**src/fault_resp_map.svh**
```systemverilog
`ifndef FAULT_RESP_MAP_SVH
`define FAULT_RESP_MAP_SVH

// Register offsets (byte addresses)
`define FR_CTRL_OFS 8'h00
`define FR_FLAGS_OFS 8'h04
`define FR_IRQ_STAT_OFS 8'h08
`define FR_IRQ_MASK_OFS 8'h0c

// Control register fields
`define FR_CTRL_BUS_LIM_EN 0
`define FR_CTRL_SAT_EN 1
`define FR_CTRL_OV_EN 2
`define FR_CTRL_OV_SEL 3
`define FR_CTRL_OC_MODE_LO 4
`define FR_CTRL_OC_MODE_HI 5
`define FR_CTRL_OC_LVL_LO 8
`define FR_CTRL_OC_LVL_HI 11
`define FR_CTRL_OC_DEG_LO 12
`define FR_CTRL_OC_DEG_HI 13
`define FR_CTRL_CLEAR 31
`define FR_CTRL_RESET 32'h0000_0004

// Fault flag register fields
`define FR_FLG_CTRL_FAULT 0
`define FR_FLG_DRV_FAULT 1
`define FR_FLG_BUS_LIM 2
`define FR_FLG_CUR_SAT 3
`define FR_FLG_SPD_SAT 4
`define FR_FLG_OVERTEMP 5
`define FR_FLG_BUCK_UV 6
`define FR_FLG_PUMP_UV 7
`define FR_FLG_OV 8
`define FR_FLG_OC 9
`define FR_FLG_FET_OC_LO 10
`define FR_FLG_FET_OC_HI 15

// Interrupt status and mask fields
`define FR_IRQ_CTRL 0
`define FR_IRQ_DRV 1
`define FR_IRQ_OC 2
`define FR_IRQ_BUCK 3
`define FR_IRQ_MASK_RESET 4'h0

// Timing
`define FR_CLK_NS 20
`define FR_OC_DEG0_NS 200
`define FR_OC_DEG1_NS 500
`define FR_OC_DEG2_NS 1000
`define FR_OC_DEG3_NS 2000
`define FR_RETRY_NS 5000000

`endif

```
**src/fault_resp_pkg.sv**
```systemverilog
package fault_resp_pkg;
  typedef enum logic [1:0] {
    OC_LATCHED = 2'b00,
    OC_RETRY = 2'b01,
    OC_REPORT = 2'b10,
    OC_DISABLED = 2'b11
  } oc_mode_e;

  typedef enum logic [1:0] {
    OCS_IDLE = 2'b00,
    OCS_LATCH = 2'b01,
    OCS_RETRY = 2'b10
  } oc_state_e;
endpackage

```
**src/motor_fault_response.sv**
```systemverilog
// How it works
// - Bus current over limit, when enabled: pin low, controller fault, speed restricted.
// - Current-loop saturation, when enabled: pin and flag, FETs stay active.
// - Speed-loop saturation, when enabled: pin and flag, motor keeps driving.
// - FET overtemperature: outputs Hi-Z, pin low, driver flag, auto recovery.
// - Motor supply undervoltage: FETs, pump, logic off; block reset except synchronisers and output stage.
// - Analog rail undervoltage: FETs, pump, logic off; block reset except synchronisers and output stage.
// - Buck feedback low: buck fault flagged, regulator keeps regulating.
// - Pump undervoltage: FETs off, pin low, flags set, auto resume.
// - Pump undervoltage flag stays set until the clear command.
// - Overvoltage: FETs off, pin low, flags set, resume on clear condition.
// - Overvoltage flag stays latched until the clear command.
// - Overvoltage enable at zero suppresses overvoltage protection.
// - Threshold select bit picks the 22 V or 34 V comparator.
// - Overcurrent only after exceeding level longer than deglitch time.
// - Level, deglitch programmable; latched, retry, report, disabled modes.
// - Latched overcurrent: FETs off until condition gone and clear issued.
// - Retry overcurrent: resume after retry time, overcurrent flags stay.
`timescale 1ns/1ns
`default_nettype none
`include "fault_resp_map.svh"

module motor_fault_response
  import fault_resp_pkg::*;
#(
  parameter int RETRY_CYCLES = `FR_RETRY_NS / `FR_CLK_NS
) (
  input wire logic clk_sys_i,                // 50 MHz system clock
  input wire logic sys_rst_i,                // Synchronous reset, high
  input wire logic [7:0] reg_addr_i,         // Register byte address
  input wire logic [31:0] reg_wdata_i,       // Write data
  input wire logic reg_wr_i,                 // Write strobe
  input wire logic reg_rd_i,                 // Read strobe
  output logic [31:0] reg_rdata_o,           // Read data, cycle after strobe
  input wire logic bus_over_limit_i,         // Supply current above limit
  input wire logic cur_loop_sat_i,           // Current loop saturated
  input wire logic spd_loop_sat_i,           // Speed loop saturated
  input wire logic fet_overtemp_shutdown_i,  // FET temperature trip
  input wire logic vm_uvlo_i,                // Motor supply undervoltage
  input wire logic analog_supply_rail_uv_i,  // Analog rail undervoltage
  input wire logic buck_feedback_uv_i,       // Buck feedback below threshold
  input wire logic pump_uv_i,                // Charge pump undervoltage
  input wire logic vm_over_22_i,             // Supply above 22 V
  input wire logic vm_over_34_i,             // Supply above 34 V
  input wire logic [5:0] fet_over_level_i,   // Per-FET current above level
  output logic [3:0] overcurrent_level_o,    // Level to comparators
  output logic speed_limit_o,                // Restrict speed or current
  output logic fets_hiz_o,                   // All outputs high impedance
  output logic charge_pump_en_o,             // Charge pump enable
  output logic logic_reset_o,                // Digital controller held reset
  output logic fault_pin_n_o,                // Fault pin drive value
  output logic fault_pin_n_oe_n_o,           // Low while pin pulled low
  output logic irq_o                         // Level interrupt
);

  localparam int DEG0 = (`FR_OC_DEG0_NS + `FR_CLK_NS - 1) / `FR_CLK_NS;
  localparam int DEG1 = (`FR_OC_DEG1_NS + `FR_CLK_NS - 1) / `FR_CLK_NS;
  localparam int DEG2 = (`FR_OC_DEG2_NS + `FR_CLK_NS - 1) / `FR_CLK_NS;
  localparam int DEG3 = (`FR_OC_DEG3_NS + `FR_CLK_NS - 1) / `FR_CLK_NS;
  localparam int RW = $clog2(RETRY_CYCLES + 1);

  if (RETRY_CYCLES < 1) begin : g_chk
    $error("RETRY_CYCLES must be at least one");
  end

  ////////////////////////////////////////////////////////////////////////////
  // Input synchronisers
  logic [15:0] raw_w;
  logic [15:0] meta_reg;
  logic [15:0] sync_reg;
  assign raw_w = {fet_over_level_i, vm_over_34_i, vm_over_22_i, pump_uv_i,
                  buck_feedback_uv_i, analog_supply_rail_uv_i, vm_uvlo_i,
                  fet_overtemp_shutdown_i, spd_loop_sat_i, cur_loop_sat_i,
                  bus_over_limit_i};

  always_ff @(posedge clk_sys_i) begin
    if (sys_rst_i) begin
      meta_reg <= 16'h0000;
      sync_reg <= 16'h0000;
    end else begin
      meta_reg <= raw_w;
      sync_reg <= meta_reg;
    end
  end

  wire bus_s = sync_reg[0];
  wire cur_s = sync_reg[1];
  wire spd_s = sync_reg[2];
  wire ot_s = sync_reg[3];
  wire vm_uv_s = sync_reg[4];
  wire av_uv_s = sync_reg[5];
  wire buck_s = sync_reg[6];
  wire pump_s = sync_reg[7];
  wire ov22_s = sync_reg[8];
  wire ov34_s = sync_reg[9];
  wire [5:0] fet_s = sync_reg[15:10];

  // Supply loss puts all state past the synchronisers, except the output registers, into reset
  wire supply_lost = vm_uv_s | av_uv_s;
  wire core_rst = sys_rst_i | supply_lost;

  ////////////////////////////////////////////////////////////////////////////
  // Register decode
  logic [31:0] ctrl_reg;
  logic [3:0] irq_mask_reg;
  logic [3:0] irq_stat_reg;
  logic clr_reg;
  logic [31:0] flags_w;

  wire wr_ctrl = reg_wr_i & (reg_addr_i == `FR_CTRL_OFS);
  wire wr_istat = reg_wr_i & (reg_addr_i == `FR_IRQ_STAT_OFS);
  wire wr_imask = reg_wr_i & (reg_addr_i == `FR_IRQ_MASK_OFS);

  wire bus_en = ctrl_reg[`FR_CTRL_BUS_LIM_EN];
  wire sat_en = ctrl_reg[`FR_CTRL_SAT_EN];
  wire ov_en = ctrl_reg[`FR_CTRL_OV_EN];
  wire ov_sel = ctrl_reg[`FR_CTRL_OV_SEL];
  wire [1:0] deg_sel = ctrl_reg[`FR_CTRL_OC_DEG_HI:`FR_CTRL_OC_DEG_LO];
  oc_mode_e oc_mode;
  assign oc_mode = oc_mode_e'(ctrl_reg[`FR_CTRL_OC_MODE_HI:`FR_CTRL_OC_MODE_LO]);

  logic [31:0] rd_mux;
  assign rd_mux = (reg_addr_i == `FR_CTRL_OFS) ? {1'b0, ctrl_reg[30:0]} :
                  (reg_addr_i == `FR_FLAGS_OFS) ? flags_w :
                  (reg_addr_i == `FR_IRQ_STAT_OFS) ? {28'h0000000, irq_stat_reg} :
                  (reg_addr_i == `FR_IRQ_MASK_OFS) ? {28'h0000000, irq_mask_reg} :
                  32'h0000_0000;

  always_ff @(posedge clk_sys_i) begin
    if (core_rst) begin
      ctrl_reg <= `FR_CTRL_RESET;
      irq_mask_reg <= `FR_IRQ_MASK_RESET;
      clr_reg <= 1'b0;
      reg_rdata_o <= 32'h0000_0000;
    end else begin
      if (wr_ctrl) begin
        ctrl_reg <= {1'b0, reg_wdata_i[30:0]};
      end
      if (wr_imask) begin
        irq_mask_reg <= reg_wdata_i[3:0];
      end
      clr_reg <= wr_ctrl & reg_wdata_i[`FR_CTRL_CLEAR];
      reg_rdata_o <= reg_rd_i ? rd_mux : 32'h0000_0000;
    end
  end

  ////////////////////////////////////////////////////////////////////////////
  // Controller faults, live while the condition lasts
  wire bus_act = bus_en & bus_s;
  wire cur_act = sat_en & cur_s;
  wire spd_act = sat_en & spd_s;
  wire ctrl_fault = bus_act | cur_act | spd_act;

  ////////////////////////////////////////////////////////////////////////////
  // Overvoltage and charge pump
  wire ov_act = ov_en & (ov_sel ? ov34_s : ov22_s);
  logic pump_flag_reg;
  logic ov_flag_reg;

  always_ff @(posedge clk_sys_i) begin
    if (core_rst) begin
      pump_flag_reg <= 1'b0;
      ov_flag_reg <= 1'b0;
    end else begin
      pump_flag_reg <= pump_s | (pump_flag_reg & ~clr_reg);
      ov_flag_reg <= ov_act | (ov_flag_reg & ~clr_reg);
    end
  end

  ////////////////////////////////////////////////////////////////////////////
  // Overcurrent deglitch, one counter per FET
  logic [7:0] deg_lim;
  assign deg_lim = (deg_sel == 2'b00) ? 8'(DEG0) :
                   (deg_sel == 2'b01) ? 8'(DEG1) :
                   (deg_sel == 2'b10) ? 8'(DEG2) : 8'(DEG3);

  logic [5:0] oc_hit;
  logic [5:0] fet_oc_reg;
  wire oc_on = (oc_mode != OC_DISABLED);

  for (genvar i = 0; i < 6; i++) begin : g_fet
    logic [7:0] deg_cnt_reg;
    always_ff @(posedge clk_sys_i) begin
      if (core_rst || !fet_s[i]) begin
        deg_cnt_reg <= 8'h00;
      end else if (deg_cnt_reg < deg_lim) begin
        deg_cnt_reg <= deg_cnt_reg + 8'h01;
      end
    end
    // Recognised only once the level stood past the deglitch time
    assign oc_hit[i] = fet_s[i] & (deg_cnt_reg >= deg_lim);
    always_ff @(posedge clk_sys_i) begin
      if (core_rst) begin
        fet_oc_reg[i] <= 1'b0;
      end else begin
        fet_oc_reg[i] <= (oc_hit[i] & oc_on) | (fet_oc_reg[i] & ~clr_reg);
      end
    end
  end

  wire oc_evt = (|oc_hit) & oc_on;
  wire oc_flag = |fet_oc_reg;

  ////////////////////////////////////////////////////////////////////////////
  // Overcurrent response machine
  oc_state_e oc_state_reg;
  oc_state_e oc_state_next;
  logic [RW-1:0] retry_cnt_reg;
  wire retry_done = (retry_cnt_reg == RW'(RETRY_CYCLES - 1));

  always_comb begin
    oc_state_next = oc_state_reg;
    unique case (oc_state_reg)
      OCS_IDLE: begin
        if (oc_evt && oc_mode == OC_LATCHED) begin
          oc_state_next = OCS_LATCH;
        end else if (oc_evt && oc_mode == OC_RETRY) begin
          oc_state_next = OCS_RETRY;
        end
      end
      OCS_LATCH: begin
        if (clr_reg && !(|fet_s)) begin
          oc_state_next = OCS_IDLE;
        end
      end
      OCS_RETRY: begin
        if (retry_done) begin
          oc_state_next = OCS_IDLE;
        end
      end
      default: begin
        oc_state_next = OCS_IDLE;
      end
    endcase
  end

  always_ff @(posedge clk_sys_i) begin
    if (core_rst) begin
      oc_state_reg <= OCS_IDLE;
      retry_cnt_reg <= '0;
    end else begin
      oc_state_reg <= oc_state_next;
      retry_cnt_reg <= (oc_state_reg == OCS_RETRY) ? retry_cnt_reg + RW'(1) : '0;
    end
  end

  ////////////////////////////////////////////////////////////////////////////
  // Driver fault, outputs and fault pin
  wire oc_block = (oc_state_reg != OCS_IDLE);
  wire drv_fault = ot_s | pump_s | ov_act | oc_block;
  wire oc_report = oc_flag & (oc_mode == OC_REPORT);
  wire pin_low = ctrl_fault | drv_fault | oc_report;

  always_ff @(posedge clk_sys_i) begin
    if (sys_rst_i) begin
      fets_hiz_o <= 1'b1;
      charge_pump_en_o <= 1'b0;
      logic_reset_o <= 1'b1;
      fault_pin_n_oe_n_o <= 1'b1;
      speed_limit_o <= 1'b0;
      overcurrent_level_o <= 4'h0;
    end else begin
      fets_hiz_o <= supply_lost | drv_fault;
      charge_pump_en_o <= ~supply_lost;
      logic_reset_o <= supply_lost;
      fault_pin_n_oe_n_o <= ~(pin_low & ~supply_lost);
      speed_limit_o <= bus_act & ~supply_lost;
      overcurrent_level_o <= ctrl_reg[`FR_CTRL_OC_LVL_HI:`FR_CTRL_OC_LVL_LO];
    end
  end
  assign fault_pin_n_o = 1'b0;

  // Buck low is only reported; regulation is left running
  assign flags_w = {16'h0000, fet_oc_reg, oc_flag, ov_flag_reg, pump_flag_reg,
                    buck_s, ot_s, spd_act, cur_act, bus_act, drv_fault, ctrl_fault};

  ////////////////////////////////////////////////////////////////////////////
  // Interrupts
  logic [3:0] ev_lvl_w;
  logic [3:0] ev_prev_reg;
  logic [3:0] ev_rise_w;
  assign ev_lvl_w = {buck_s, oc_flag, drv_fault, ctrl_fault};
  assign ev_rise_w = ev_lvl_w & ~ev_prev_reg;

  always_ff @(posedge clk_sys_i) begin
    if (core_rst) begin
      ev_prev_reg <= 4'h0;
      irq_stat_reg <= 4'h0;
      irq_o <= 1'b0;
    end else begin
      ev_prev_reg <= ev_lvl_w;
      irq_stat_reg <= ev_rise_w | (irq_stat_reg & ~(wr_istat ? reg_wdata_i[3:0] : 4'h0));
      irq_o <= |(irq_stat_reg & irq_mask_reg);
    end
  end
endmodule
`default_nettype wire

```
**config.mk**
```make
export PLATFORM = sky130hd
export DESIGN_NAME = motor_fault_response
export DESIGN_NICKNAME = d
export VERILOG_FILES = /design/src/fault_resp_pkg.sv /design/src/motor_fault_response.sv
export VERILOG_INCLUDE_DIRS = /design/src
export SDC_FILE = /design/constraint.sdc
export NUM_CORES = 1
export LEC_CHECK = 0
export BUFFER_PORTS_ARGS = -buffer_cell sky130_fd_sc_hd__buf_2
export CAP_MARGIN = 10
export CORE_ASPECT_RATIO = 2
export CORE_UTILIZATION = 45
export DETAILED_ROUTE_END_ITERATION = 12
export PLACE_DENSITY = 0.75
export SKIP_CTS_REPAIR_TIMING = 1
export SYNTH_ARGS = -nofsm -noshare
export SYNTH_HDL_FRONTEND = slang
export SYNTH_SLANG_ARGS = --single-unit
```
**constraint.sdc**
```tcl
create_clock -name clk_sys_i -period 2.89 [get_ports clk_sys_i]
set_input_delay 0.289 -clock clk_sys_i [delete_from_list [all_inputs] [get_ports clk_sys_i]]
set_output_delay 0.289 -clock clk_sys_i [all_outputs]
set_load 0.02 [all_outputs]
```
==> results.md, run 1 <==
- Outcome: completed
- Starting Density: 45.8%
- Psw: 1.21 mW
- Minimum period implied by the final worst setup slack: 2.69 ns
- Routed Antenna Nets: 0
- Power density over the cells: 561 nW/um2
- Gate power share: 3.0%
- Post-Route WL: 17,000 um
- Die Width: 95.8 um
- All-Layer GR Usage: 19.8%
- Clk_skew: 0.0126 ns
- Seq/Total Area, Yosys: 48.8%
- Drt wl/cell: 14.5 um
- Critical path's most frequent cell: ha_1
- Clock transition at path regs: 0.08 ns
- Grt ovf: 0
- Area share of the largest cell type after synthesis: 48.8%
- Via Count: 6,178
- Share of flip-flops with an asynchronous set or reset: 0%
- Largest net degree at the start of global routing: 55
- #FFs+latches synth: 193
- Syn avg cell area: 9.45 um2
- Antenna cells: 0
- Port Buffer Count: 100
- Final Hold Viols: 0
- DRC: 0
- Post-synthesis cell type count: 55
- Top cells by area, synth: dfxtp_1, ha_1, nand2_1
- Crit path kind: reg -> reg
- CP arrival: 3.01 ns
- Clk sink count: 193
- # setup viols final: 0
- Synth area leader: dfxtp_1
- Crit-path max FO: 7
- Clock latency on the worst-skew pair: 0.44 ns
- RSZ-0062 raised after global routing: no
- # IOs: 103
- Starting DRT DRC Count: 214
- Required @ worst endpoint: 3.21 ns
- CP endpoint kind: flip-flop
- Internal Power: 3.99 mW
- Fmax achieved: 0.371 GHz
- Synth Flop Type: dfxtp_1
- Worst IR Drop VDD: 0.362 mV
- Fraction of power consumed by sequential logic: 52.0%
- CP startpoint kind: flip-flop
- Crit path largest cell delay: 0.41 ns
- Sw Ratio: 23.3%
- CTS Buf Count: 17
- Final Cycle Share: 93.2%
- Number of global-route vias before repair: 5,936
- Final Slew Violations: 0
- Placeable Area: 17,300 um2
- First-pass GRT wire length: 27,700 um
- Crit path cell chain: inv_1 > ha_1 > or2_2 > ha_1 > a21o_1 > a211o_1 > a21oi_1 > buf_4 > nand4_1 > xor2_1 > nor2_1
- Number of synthesized flops with an enable pin: 0
- H-tree depth: 4
- CTS root buf: clkbuf_16
- Max-Cap Viols: 0
- Cells after synthesis: 838
- Initial antenna violation count: 0
- Via/cell ratio: 5.28
- Global placement routability congestion: 0.858
- Hold Path Class: in -> reg
- Die H: 190 um
- Slew @ Worst Pin: 0.593 ns
- DIE AREA: 18,200 um2
- Share of cells above drive strength 1: 17.0%
- Synthesized area: 7920 um2
- Num rows: 68
- Clock network fraction of design power: 45.0%
- Max reg flops: 48
- CTS tree: yes
- Setup TNS: 0 ns
- Yosys warning count: 0
- Detailed placement HPWL: 12,400 um
- Static Leakage: 3.84 nW
- Fin nets: 1,059
- Slew HR: 60.4%
- Max clock buf depth: 2
- Pre-antenna DRT Iters: 4
- P&R area growth vs syn: 17.1%
- Tot Pwr: 5.20 mW
- Worst path slowest cell: or2_2
## cell usage after synthesis, types with 3 or more instances
master	number
a211o_1	6
a211oi_1	3
a21o_1	6
a21oi_1	64
a22o_1	10
a22oi_1	4
a2bb2oi_1	4
a31oi_1	6
and2_1	23
and3_1	18
and4_1	4
and4b_1	6
buf_1	3
buf_2	6
buf_6	3
clkbuf_1	12
dfxtp_1	193
ha_1	52
inv_1	18
mux2i_1	10
mux4_2	3
nand2_1	109
nand3_1	12
nand4_1	24
nor2_1	90
nor2b_1	45
nor3_1	5
nor4_1	3
o211ai_1	4
o21ai_0	9
or3_1	6
xnor2_1	18
xor2_1	31
## final cells by class
class	instances	area, um2
Fill cell	1571	8000
Inverter	19	71.3
Tap cell	210	263
Timing Repair Buffer	117	628
Clock inverter	14	169
Sequential cell	193	3860
Clock buffer	17	425
Multi-Input combinational cell	599	3850
## through the flow
stage	worst slack (ns)	util, %	hold slack [ns]	instances	area, um2
6_report	0.195	53.7	0.0531	1169	9270
2_1_floorplan	0.116	-	0.361	839	7920
5_1_grt	0.00708	53.7	0.0580	1169	9270
3_3_place_gp	0.224	50.2	0.418	1138	8670
4_1_cts	0.118	53.7	0.0416	1169	9270
3_5_place_dp	0.131	50.2	0.422	1138	8670
## metal layers
metal	part of all wire, %	vias to the layer above	global-route usage [%]
li1	-	3096	-
met1	39	2896	20.0
met2	53	144	36.2
met3	3.3	42	3.68
met4	4.3	0	11.5
met5	0	-	0
## placed cells by master, fill, tap and decap left out, types with 10 or more instances in the layout
cell type    n
and2_1      23
buf_2      100
and3_1      18
nand2_1    109
nor2_1      90
mux2i_1     10
ha_1        52
nand4_1     24
a22o_1      10
nand3_1     12
inv_1       17
a21oi_1     64
nor2b_1     45
buf_4       17
clkbuf_16   17
xnor2_1     18
xor2_1      31
dfxtp_1    192
## logic make-up after synthesis
kind of cell             Yosys count  share of synthesized area (%)
AND/OR/NAND/NOR                  360                           23.0
XOR/XNOR                          49                           5.42
other                              1                         0.0474
buffers and inverters             47                           2.73
flip-flops                       193                           48.8
adder cells (fa/ha/maj)           52                           8.22
multiplexers                      14                           2.26
AO/OA/AOI/OAI                    122                           9.51
## worst paths after layout
kind                                   start  cells after the start                       to  slack [ns]
worst max register to register  ctrl_reg[13]                     11  g_fet[1].deg_cnt_reg[3]        0.20
worst min-delay path               pump_uv_i                      2              meta_reg[7]        0.05
worst min register to register   meta_reg[2]                      1              sync_reg[2]        0.44
worst max-delay path            ctrl_reg[13]                     11  g_fet[1].deg_cnt_reg[3]        0.20
## power by group through the flow
| stage | sequential, mW | combinational (mW) | clock (mW) |
|---|---|---|---|
| 2_1_floorplan | 2.77 | 0.0792 | 0 |
| 3_3_place_gp | 2.77 | 0.156 | 0 |
| 3_5_place_dp | 2.77 | 0.157 | 0 |
| 4_1_cts | 2.71 | 0.158 | 2.39 |
| 5_1_grt | 2.71 | 0.172 | 2.51 |
| 6_report | 2.71 | 0.156 | 2.34 |
## critical path, delay by kind of cell, from the launching register on
| family | cells | cell delay (ns) |
|---|---|---|
| buffers and inverters | 2 | 0.28 |
| AOI/OAI and AO/OA | 3 | 0.70 |
| DFF | 1 | 0.38 |
| adders and majority gates | 2 | 0.50 |
| and+or+nand+nor | 3 | 0.57 |
| xor gates and xnor gates | 1 | 0.15 |
Power figures use the tool's default switching activity.
==> run 2: changes to the inputs <==
--- a/config.mk
+++ b/config.mk
@@ -12,7 +12,9 @@
 export CORE_UTILIZATION = 45
 export DETAILED_ROUTE_END_ITERATION = 12
 export PLACE_DENSITY = 0.75
+export RECOVER_POWER = 50
 export SKIP_CTS_REPAIR_TIMING = 1
+export SLEW_MARGIN = 15
 export SYNTH_ARGS = -nofsm -noshare
 export SYNTH_HDL_FRONTEND = slang
 export SYNTH_SLANG_ARGS = --single-unit
==> results.md, run 2 (synthesis results as in run 1) <==
- Outcome: complete, but fails checks (was completed)
- Failing checks: max-capacitance violations, max-slew violations
- Final Hold Viols: 0 (unchanged)
- Pre-CTS WS: 0.131 ns (unchanged)
- Pre-antenna DRT Iters: 4 (unchanged)
- Placeable Area: 17,300 um2 (unchanged)
- DIE AREA: 18,200 um2 (unchanged)
- WP buf/inv: 1 (was 2)
- Max clock buf depth: 2 (unchanged)
- Final Slew Violations: 37 (was 0)
- R2r endpoint: oc_state_reg[1] (was g_fet[1].deg_cnt_reg[3])
- Crit path kind: reg -> reg (unchanged)
- Worst Slack Setup Final: 0.176 ns (was 0.195 ns)
- Worst path slowest cell: or2_2 (unchanged)
- Via/cell ratio: 5.30 (was 5.28)
- Static Leakage: 3.64 nW (was 3.84 nW)
- Initial antenna violation count: 0 (unchanged)
- Crit. path cell count: 10 (was 11)
- Reg-to-reg setup timing slack: 0.18 ns (was 0.20 ns)
- Crit path max-delay family: compound AO/OA/AOI/OAI gates (unchanged)
- Clock latency on the worst-skew pair: 0.44 ns (about the same)
- Clock transition at path regs: 0.08 ns (about the same)
- Fin nets: 1,059 (unchanged)
- Max reg flops: 48 (unchanged)
- Finished Layout Cells: 1,169 (unchanged)
- Crit path largest cell delay: 0.41 ns (about the same)
- CP startpoint kind: flip-flop (unchanged)
- Hold depth: 2 (unchanged)
- Worst IR Drop VDD: 0.362 mV (about the same)
- Commonest non-fill, non-tap cell in the layout: dfxtp_1 (unchanged)
- Worst r2r src: ctrl_reg[13] (unchanged)
- Critical path's most frequent cell: ha_1 (unchanged)
- Die Width: 95.8 um (unchanged)
- H-tree depth: 4 (unchanged)
- Antenna cells: 0 (unchanged)
- Placed Cells: 1,138 (unchanged)
- Number of global-route vias before repair: 5,936 (unchanged)
- Most frequent cells in the layout: dfxtp_1, nand2_1, nor2_1 (was dfxtp_1, nand2_1, buf_2)
- # IOs: 103 (unchanged)
- FF-to-FF path depth: 10 (was 11)
- Via Count: 6,200 (was 6,178)
- CP startpoint: ctrl_reg[13] (unchanged)
- RSZ-0062 raised after global routing: no (unchanged)
- Grt ovf: 0 (unchanged)
- Share of cells above drive strength 1: 11.9% (was 17.0%)
- # setup viols final: 0 (unchanged)
- CP endpoint kind: flip-flop (unchanged)
- Starting DRT DRC Count: 194 (was 214)
- Power density over the cells: 567 nW/um2 (was 561 nW/um2)
- Port Buffer Count: 100 (unchanged)
- Detailed placement HPWL: 12,400 um (unchanged)
- CP arrival: 2.99 ns (was 3.01 ns)
- Fmax achieved: 0.368 GHz (was 0.371 GHz)
- Largest net degree at the start of global routing: 55 (unchanged)
- CTS root buf: clkbuf_16 (unchanged)
- Required @ worst endpoint: 3.17 ns (was 3.21 ns)
- Slew @ Worst Pin: 1.75 ns (was 0.593 ns)
- CTS tree: yes (unchanged)
- Num rows: 68 (unchanged)
- Clk sink count: 193 (unchanged)
- Slew HR: -16.8% (was 60.4%)
- Worst Setup EP: oc_state_reg[1] (was g_fet[1].deg_cnt_reg[3])
- First-pass GRT wire length: 27,700 um (unchanged)
- P&R area growth vs syn: 15.9% (was 17.1%)
- Routed Antenna Nets: 0 (unchanged)
- Drt wl/cell: 14.5 um (about the same)
- Die H: 190 um (unchanged)
- Clk_skew: 0.0128 ns (was 0.0126 ns)
- Post-Route WL: 17,000 um (about the same)
- CTS Buf Count: 17 (unchanged)
- All-Layer GR Usage: 19.8% (unchanged)
- Max-Cap Viols: 1 (was 0)
- Hold Path Class: in -> reg (unchanged)
- Starting Density: 45.8% (unchanged)
- DRC: 0 (unchanged)
- Global placement routability congestion: 0.858 (unchanged)
- Final Cycle Share: 93.9% (was 93.2%)
- Crit path cell chain: inv_1 > ha_1 > or2_2 > ha_1 > a21o_1 > a211o_1 > a2bb2oi_1 > nand4_1 > nor3_1 > o22ai_1 (was inv_1 > ha_1 > or2_2 > ha_1 > a21o_1 > a211o_1 > a21oi_1 > buf_4 > nand4_1 > xor2_1 > nor2_1)
- Setup TNS: 0 ns (unchanged)
- Minimum period implied by the final worst setup slack: 2.71 ns (was 2.69 ns)
- Crit-path max FO: 7 (unchanged)
[run 2: worst min path at each step]
| stage | startpoint | end | slack (ns) |
|---|---|---|---|
| 5_1_grt | fet_overtemp_shutdown_i | meta_reg[3] | 0.06 |
| 6_report | pump_uv_i | meta_reg[7] | 0.05 |
| 3_3_place_gp | meta_reg[15] | sync_reg[15] | 0.42 |
| 2_1_floorplan | sys_rst_i | meta_reg[15] | 0.36 |
| 3_5_place_dp | meta_reg[15] | sync_reg[15] | 0.42 |
| 4_1_cts | pump_uv_i | meta_reg[7] | 0.04 |
[run 2: metrics by stage]
stage / util [%] / power [mW] / hold slack [ns] / cell area (um2)
final: 53.1 / 5.20 / 0.0533 / 9170
after global routing: 53.1 / 5.38 / 0.0580 / 9170
after CTS: 53.7 / 5.26 / 0.0416 / 9270
after detailed placement: 50.2 / 2.93 / 0.422 / 8670
after global placement: 50.2 / 2.92 / 0.418 / 8670
after floorplan: - / 2.85 / 0.361 / 7920
[run 2: layout make-up]
cell class | count | area, um2
Clock buffer | 17 | 425
Clock inverter | 14 | 169
Fill cell | 1600 | 8100
Inverter | 19 | 71.3
Multi-Input combinational cell | 599 | 3820
Sequential cell | 193 | 3860
Tap cell | 210 | 263
Timing Repair Buffer | 117 | 558
[run 2: where the power goes]
part | switching, mW | internal (mW)
Combinational | 0.0881 | 0.0621
Sequential | 0.0176 | 2.69
Clock | 1.11 | 1.23
[run 2: layer usage]
metal	share of wire [%]	up-vias	global-route usage (%)	wire length, um
li1	-	3096	-	-
met1	38	2893	20.0	6520
met2	53	162	36.2	9080
met3	3.8	49	3.68	650
met4	4.4	0	11.5	753
met5	0	-	0	0
==> run 3: changes to the inputs <==
==> constraint.sdc (replaced) <==
create_clock -name clk_sys_i -period 2.2 [get_ports clk_sys_i]
set_input_delay 0.22 -clock clk_sys_i [delete_from_list [all_inputs] [get_ports clk_sys_i]]
set_output_delay 0.22 -clock clk_sys_i [all_outputs]
set_load 0.02 [all_outputs]
==> results.md, run 3 (synthesis results as in run 1) <==
- Final Slew Violations: 37 (unchanged)
- Post-Route WL: 18,200 um (was 17,000 um)
- # IOs: 103 (unchanged)
- Routed Antenna Nets: 0 (unchanged)
- Worst Slack Setup Final: -0.188 ns (was 0.176 ns)
- Grt ovf: 0 (unchanged)
- Number of global-route vias before repair: 6,116 (was 5,936)
- CTS root buf: clkbuf_16 (unchanged)
- Final Cycle Share: 109% (was 93.9%)
- CP arrival: 2.72 ns (was 2.99 ns)
- CP startpoint kind: flip-flop (unchanged)
- Worst path slowest cell: dfxtp_4 (was or2_2)
- Placed inst area: 8940 um2 (was 8670 um2)
- Max-Cap Viols: 1 (unchanged)
- Top layer in use: met4 (unchanged)
- Die H: 190 um (unchanged)
- Most frequent cells in the layout: dfxtp_1, nand2_1, nor2_1 (unchanged)
- Crit. path cell count: 10 (unchanged)
- Clk sink count: 193 (unchanged)
- Crit path largest cell delay: 0.38 ns (was 0.41 ns)
- Fmax achieved: 0.419 GHz (was 0.368 GHz)
- Minimum period implied by the final worst setup slack: 2.39 ns (was 2.71 ns)
- Largest net degree at the start of global routing: 55 (unchanged)
- Slew HR: -17.3% (was -16.8%)
- DRC: 0 (unchanged)
- Placeable Area: 17,300 um2 (unchanged)
- H-tree depth: 4 (unchanged)
- Pre-antenna DRT Iters: 4 (unchanged)
- Crit-path max FO: 8 (was 7)
- Max reg flops: 48 (unchanged)
- Starting DRT DRC Count: 187 (was 194)
- Crit path max-delay family: compound AO/OA/AOI/OAI gates (unchanged)
- Hold depth: 2 (unchanged)
- # setup viols final: 49 (was 0)
- FF-to-FF path depth: 10 (unchanged)
- Final hold slack: -0.0192 ns (was 0.0533 ns)
- P&R area growth vs syn: 22.0% (was 15.9%)
- Port Buffer Count: 100 (unchanged)
- All-Layer GR Usage: 20.7% (was 19.8%)
- Antenna cells: 0 (unchanged)
- RSZ-0062 raised after global routing: yes (was no)
- Max clock buf depth: 2 (unchanged)
- Crit path kind: reg -> reg (unchanged)
- WL met1: 6680 um (was 6520 um)
- Die Width: 95.8 um (unchanged)
- Hold Path Class: in -> reg (unchanged)
- Initial antenna violation count: 0 (unchanged)
- Failing checks: negative hold slack, max-capacitance violations, max-slew violations, negative setup slack (was max-capacitance violations, max-slew violations)
- Tot Pwr: 6.95 mW (was 5.20 mW)
- Clock transition at path regs: 0.08 ns (about the same)
- Static Leakage: 3.82 nW (was 3.64 nW)
- Power density over the cells: 720 nW/um2 (was 567 nW/um2)
- Via Count: 6,273 (was 6,200)
- Final Hold Viols: 6 (was 0)
- Starting Density: 45.8% (unchanged)
- DIE AREA: 18,200 um2 (unchanged)
- Via/cell ratio: 5.29 (was 5.30)
- Num rows: 68 (unchanged)
- Required @ worst endpoint: 2.53 ns (was 3.17 ns)
- First-pass GRT wire length: 28,600 um (was 27,700 um)
- Fin nets: 1,075 (was 1,059)
- Commonest non-fill, non-tap cell in the layout: dfxtp_1 (unchanged)
- Outcome: complete, but fails checks (unchanged)
- Clock latency on the worst-skew pair: 0.45 ns (was 0.44 ns)
- Global placement routability congestion: 0.818 (was 0.858)
- Detailed placement HPWL: 13,300 um (was 12,400 um)
- Metal2 WL: 10,200 um (was 9080 um)
- Drt wl/cell: 15.4 um (was 14.5 um)
- Crit path cell chain: inv_2 > ha_2 > or2_4 > ha_4 > a21o_1 > a211o_1 > a21oi_4 > and4_1 > xnor2_1 > nor2_1 (was inv_1 > ha_1 > or2_2 > ha_1 > a21o_1 > a211o_1 > a2bb2oi_1 > nand4_1 > nor3_1 > o22ai_1)
- Pre-CTS WS: -0.225 ns (was 0.131 ns)
- Fin area: 9660 um2 (was 9170 um2)
- Slew @ Worst Pin: 1.76 ns (was 1.75 ns)
- Worst IR Drop VDD: 0.531 mV (was 0.362 mV)
- CP endpoint kind: flip-flop (unchanged)
- Wire length on met3: 575 um (was 650 um)
- Share of cells above drive strength 1: 17.3% (was 11.9%)
- WP buf/inv: 1 (unchanged)
- CTS tree: yes (unchanged)
- Clk_skew: 0.0172 ns (was 0.0128 ns)
- CTS Buf Count: 17 (unchanged)
[run 3: cell count changes in the layout (fill, tap and decap cells not counted), sizes merged]
cell,before,now
buf,70,82
dlygate4sd3,0,6
clkbuf,64,62
inv,25,27
clkinvlp,2,1
[run 3: through the flow]
step | setup TNS (ns) | instances | utilization [%] | hold slack, ns
2_1_floorplan | -0.382 | 839 | - | 0.292
3_3_place_gp | -2.61 | 1147 | 51.8 | 0.420
3_5_place_dp | -5.00 | 1147 | 51.8 | 0.425
4_1_cts | -5.70 | 1179 | 55.3 | -0.0340
5_1_grt | -9.68 | 1186 | 55.9 | 0.00217
6_report | -4.44 | 1186 | 55.9 | -0.0192
[run 3: power by group]
group          leakage [nW]  switching [mW]  internal (mW)
clock network         0.295            1.54           1.64
registers              1.56          0.0248           3.53
logic                  1.96           0.121         0.0943
[run 3: layout make-up]
class,count,area (um2)
inverters,19,73.8
clock inverters,15,184
well taps,210,263
multi-input cells,599,4110
repair buffers,133,736
flip-flops and latches,193,3870
fillers,1554,7610
clock buffers,17,425
[run 3: final timing paths]
path	slack (ns)	start	endpoint
setup / recovery	-0.19	ctrl_reg[12]	g_fet[2].deg_cnt_reg[5]
hold / removal	-0.02	fet_over_level_i[2]	meta_reg[12]
setup reg to reg	-0.19	ctrl_reg[12]	g_fet[2].deg_cnt_reg[5]
hold reg to reg	0.44	meta_reg[14]	sync_reg[14]
[run 3: per-layer routing]
metal / track usage [%] / vias up
met1: 20.1 / 2949
li1: - / 3120
met2: 39.5 / 160
met5: 0 / -
met4: 10.3 / 0
met3: 4.24 / 44
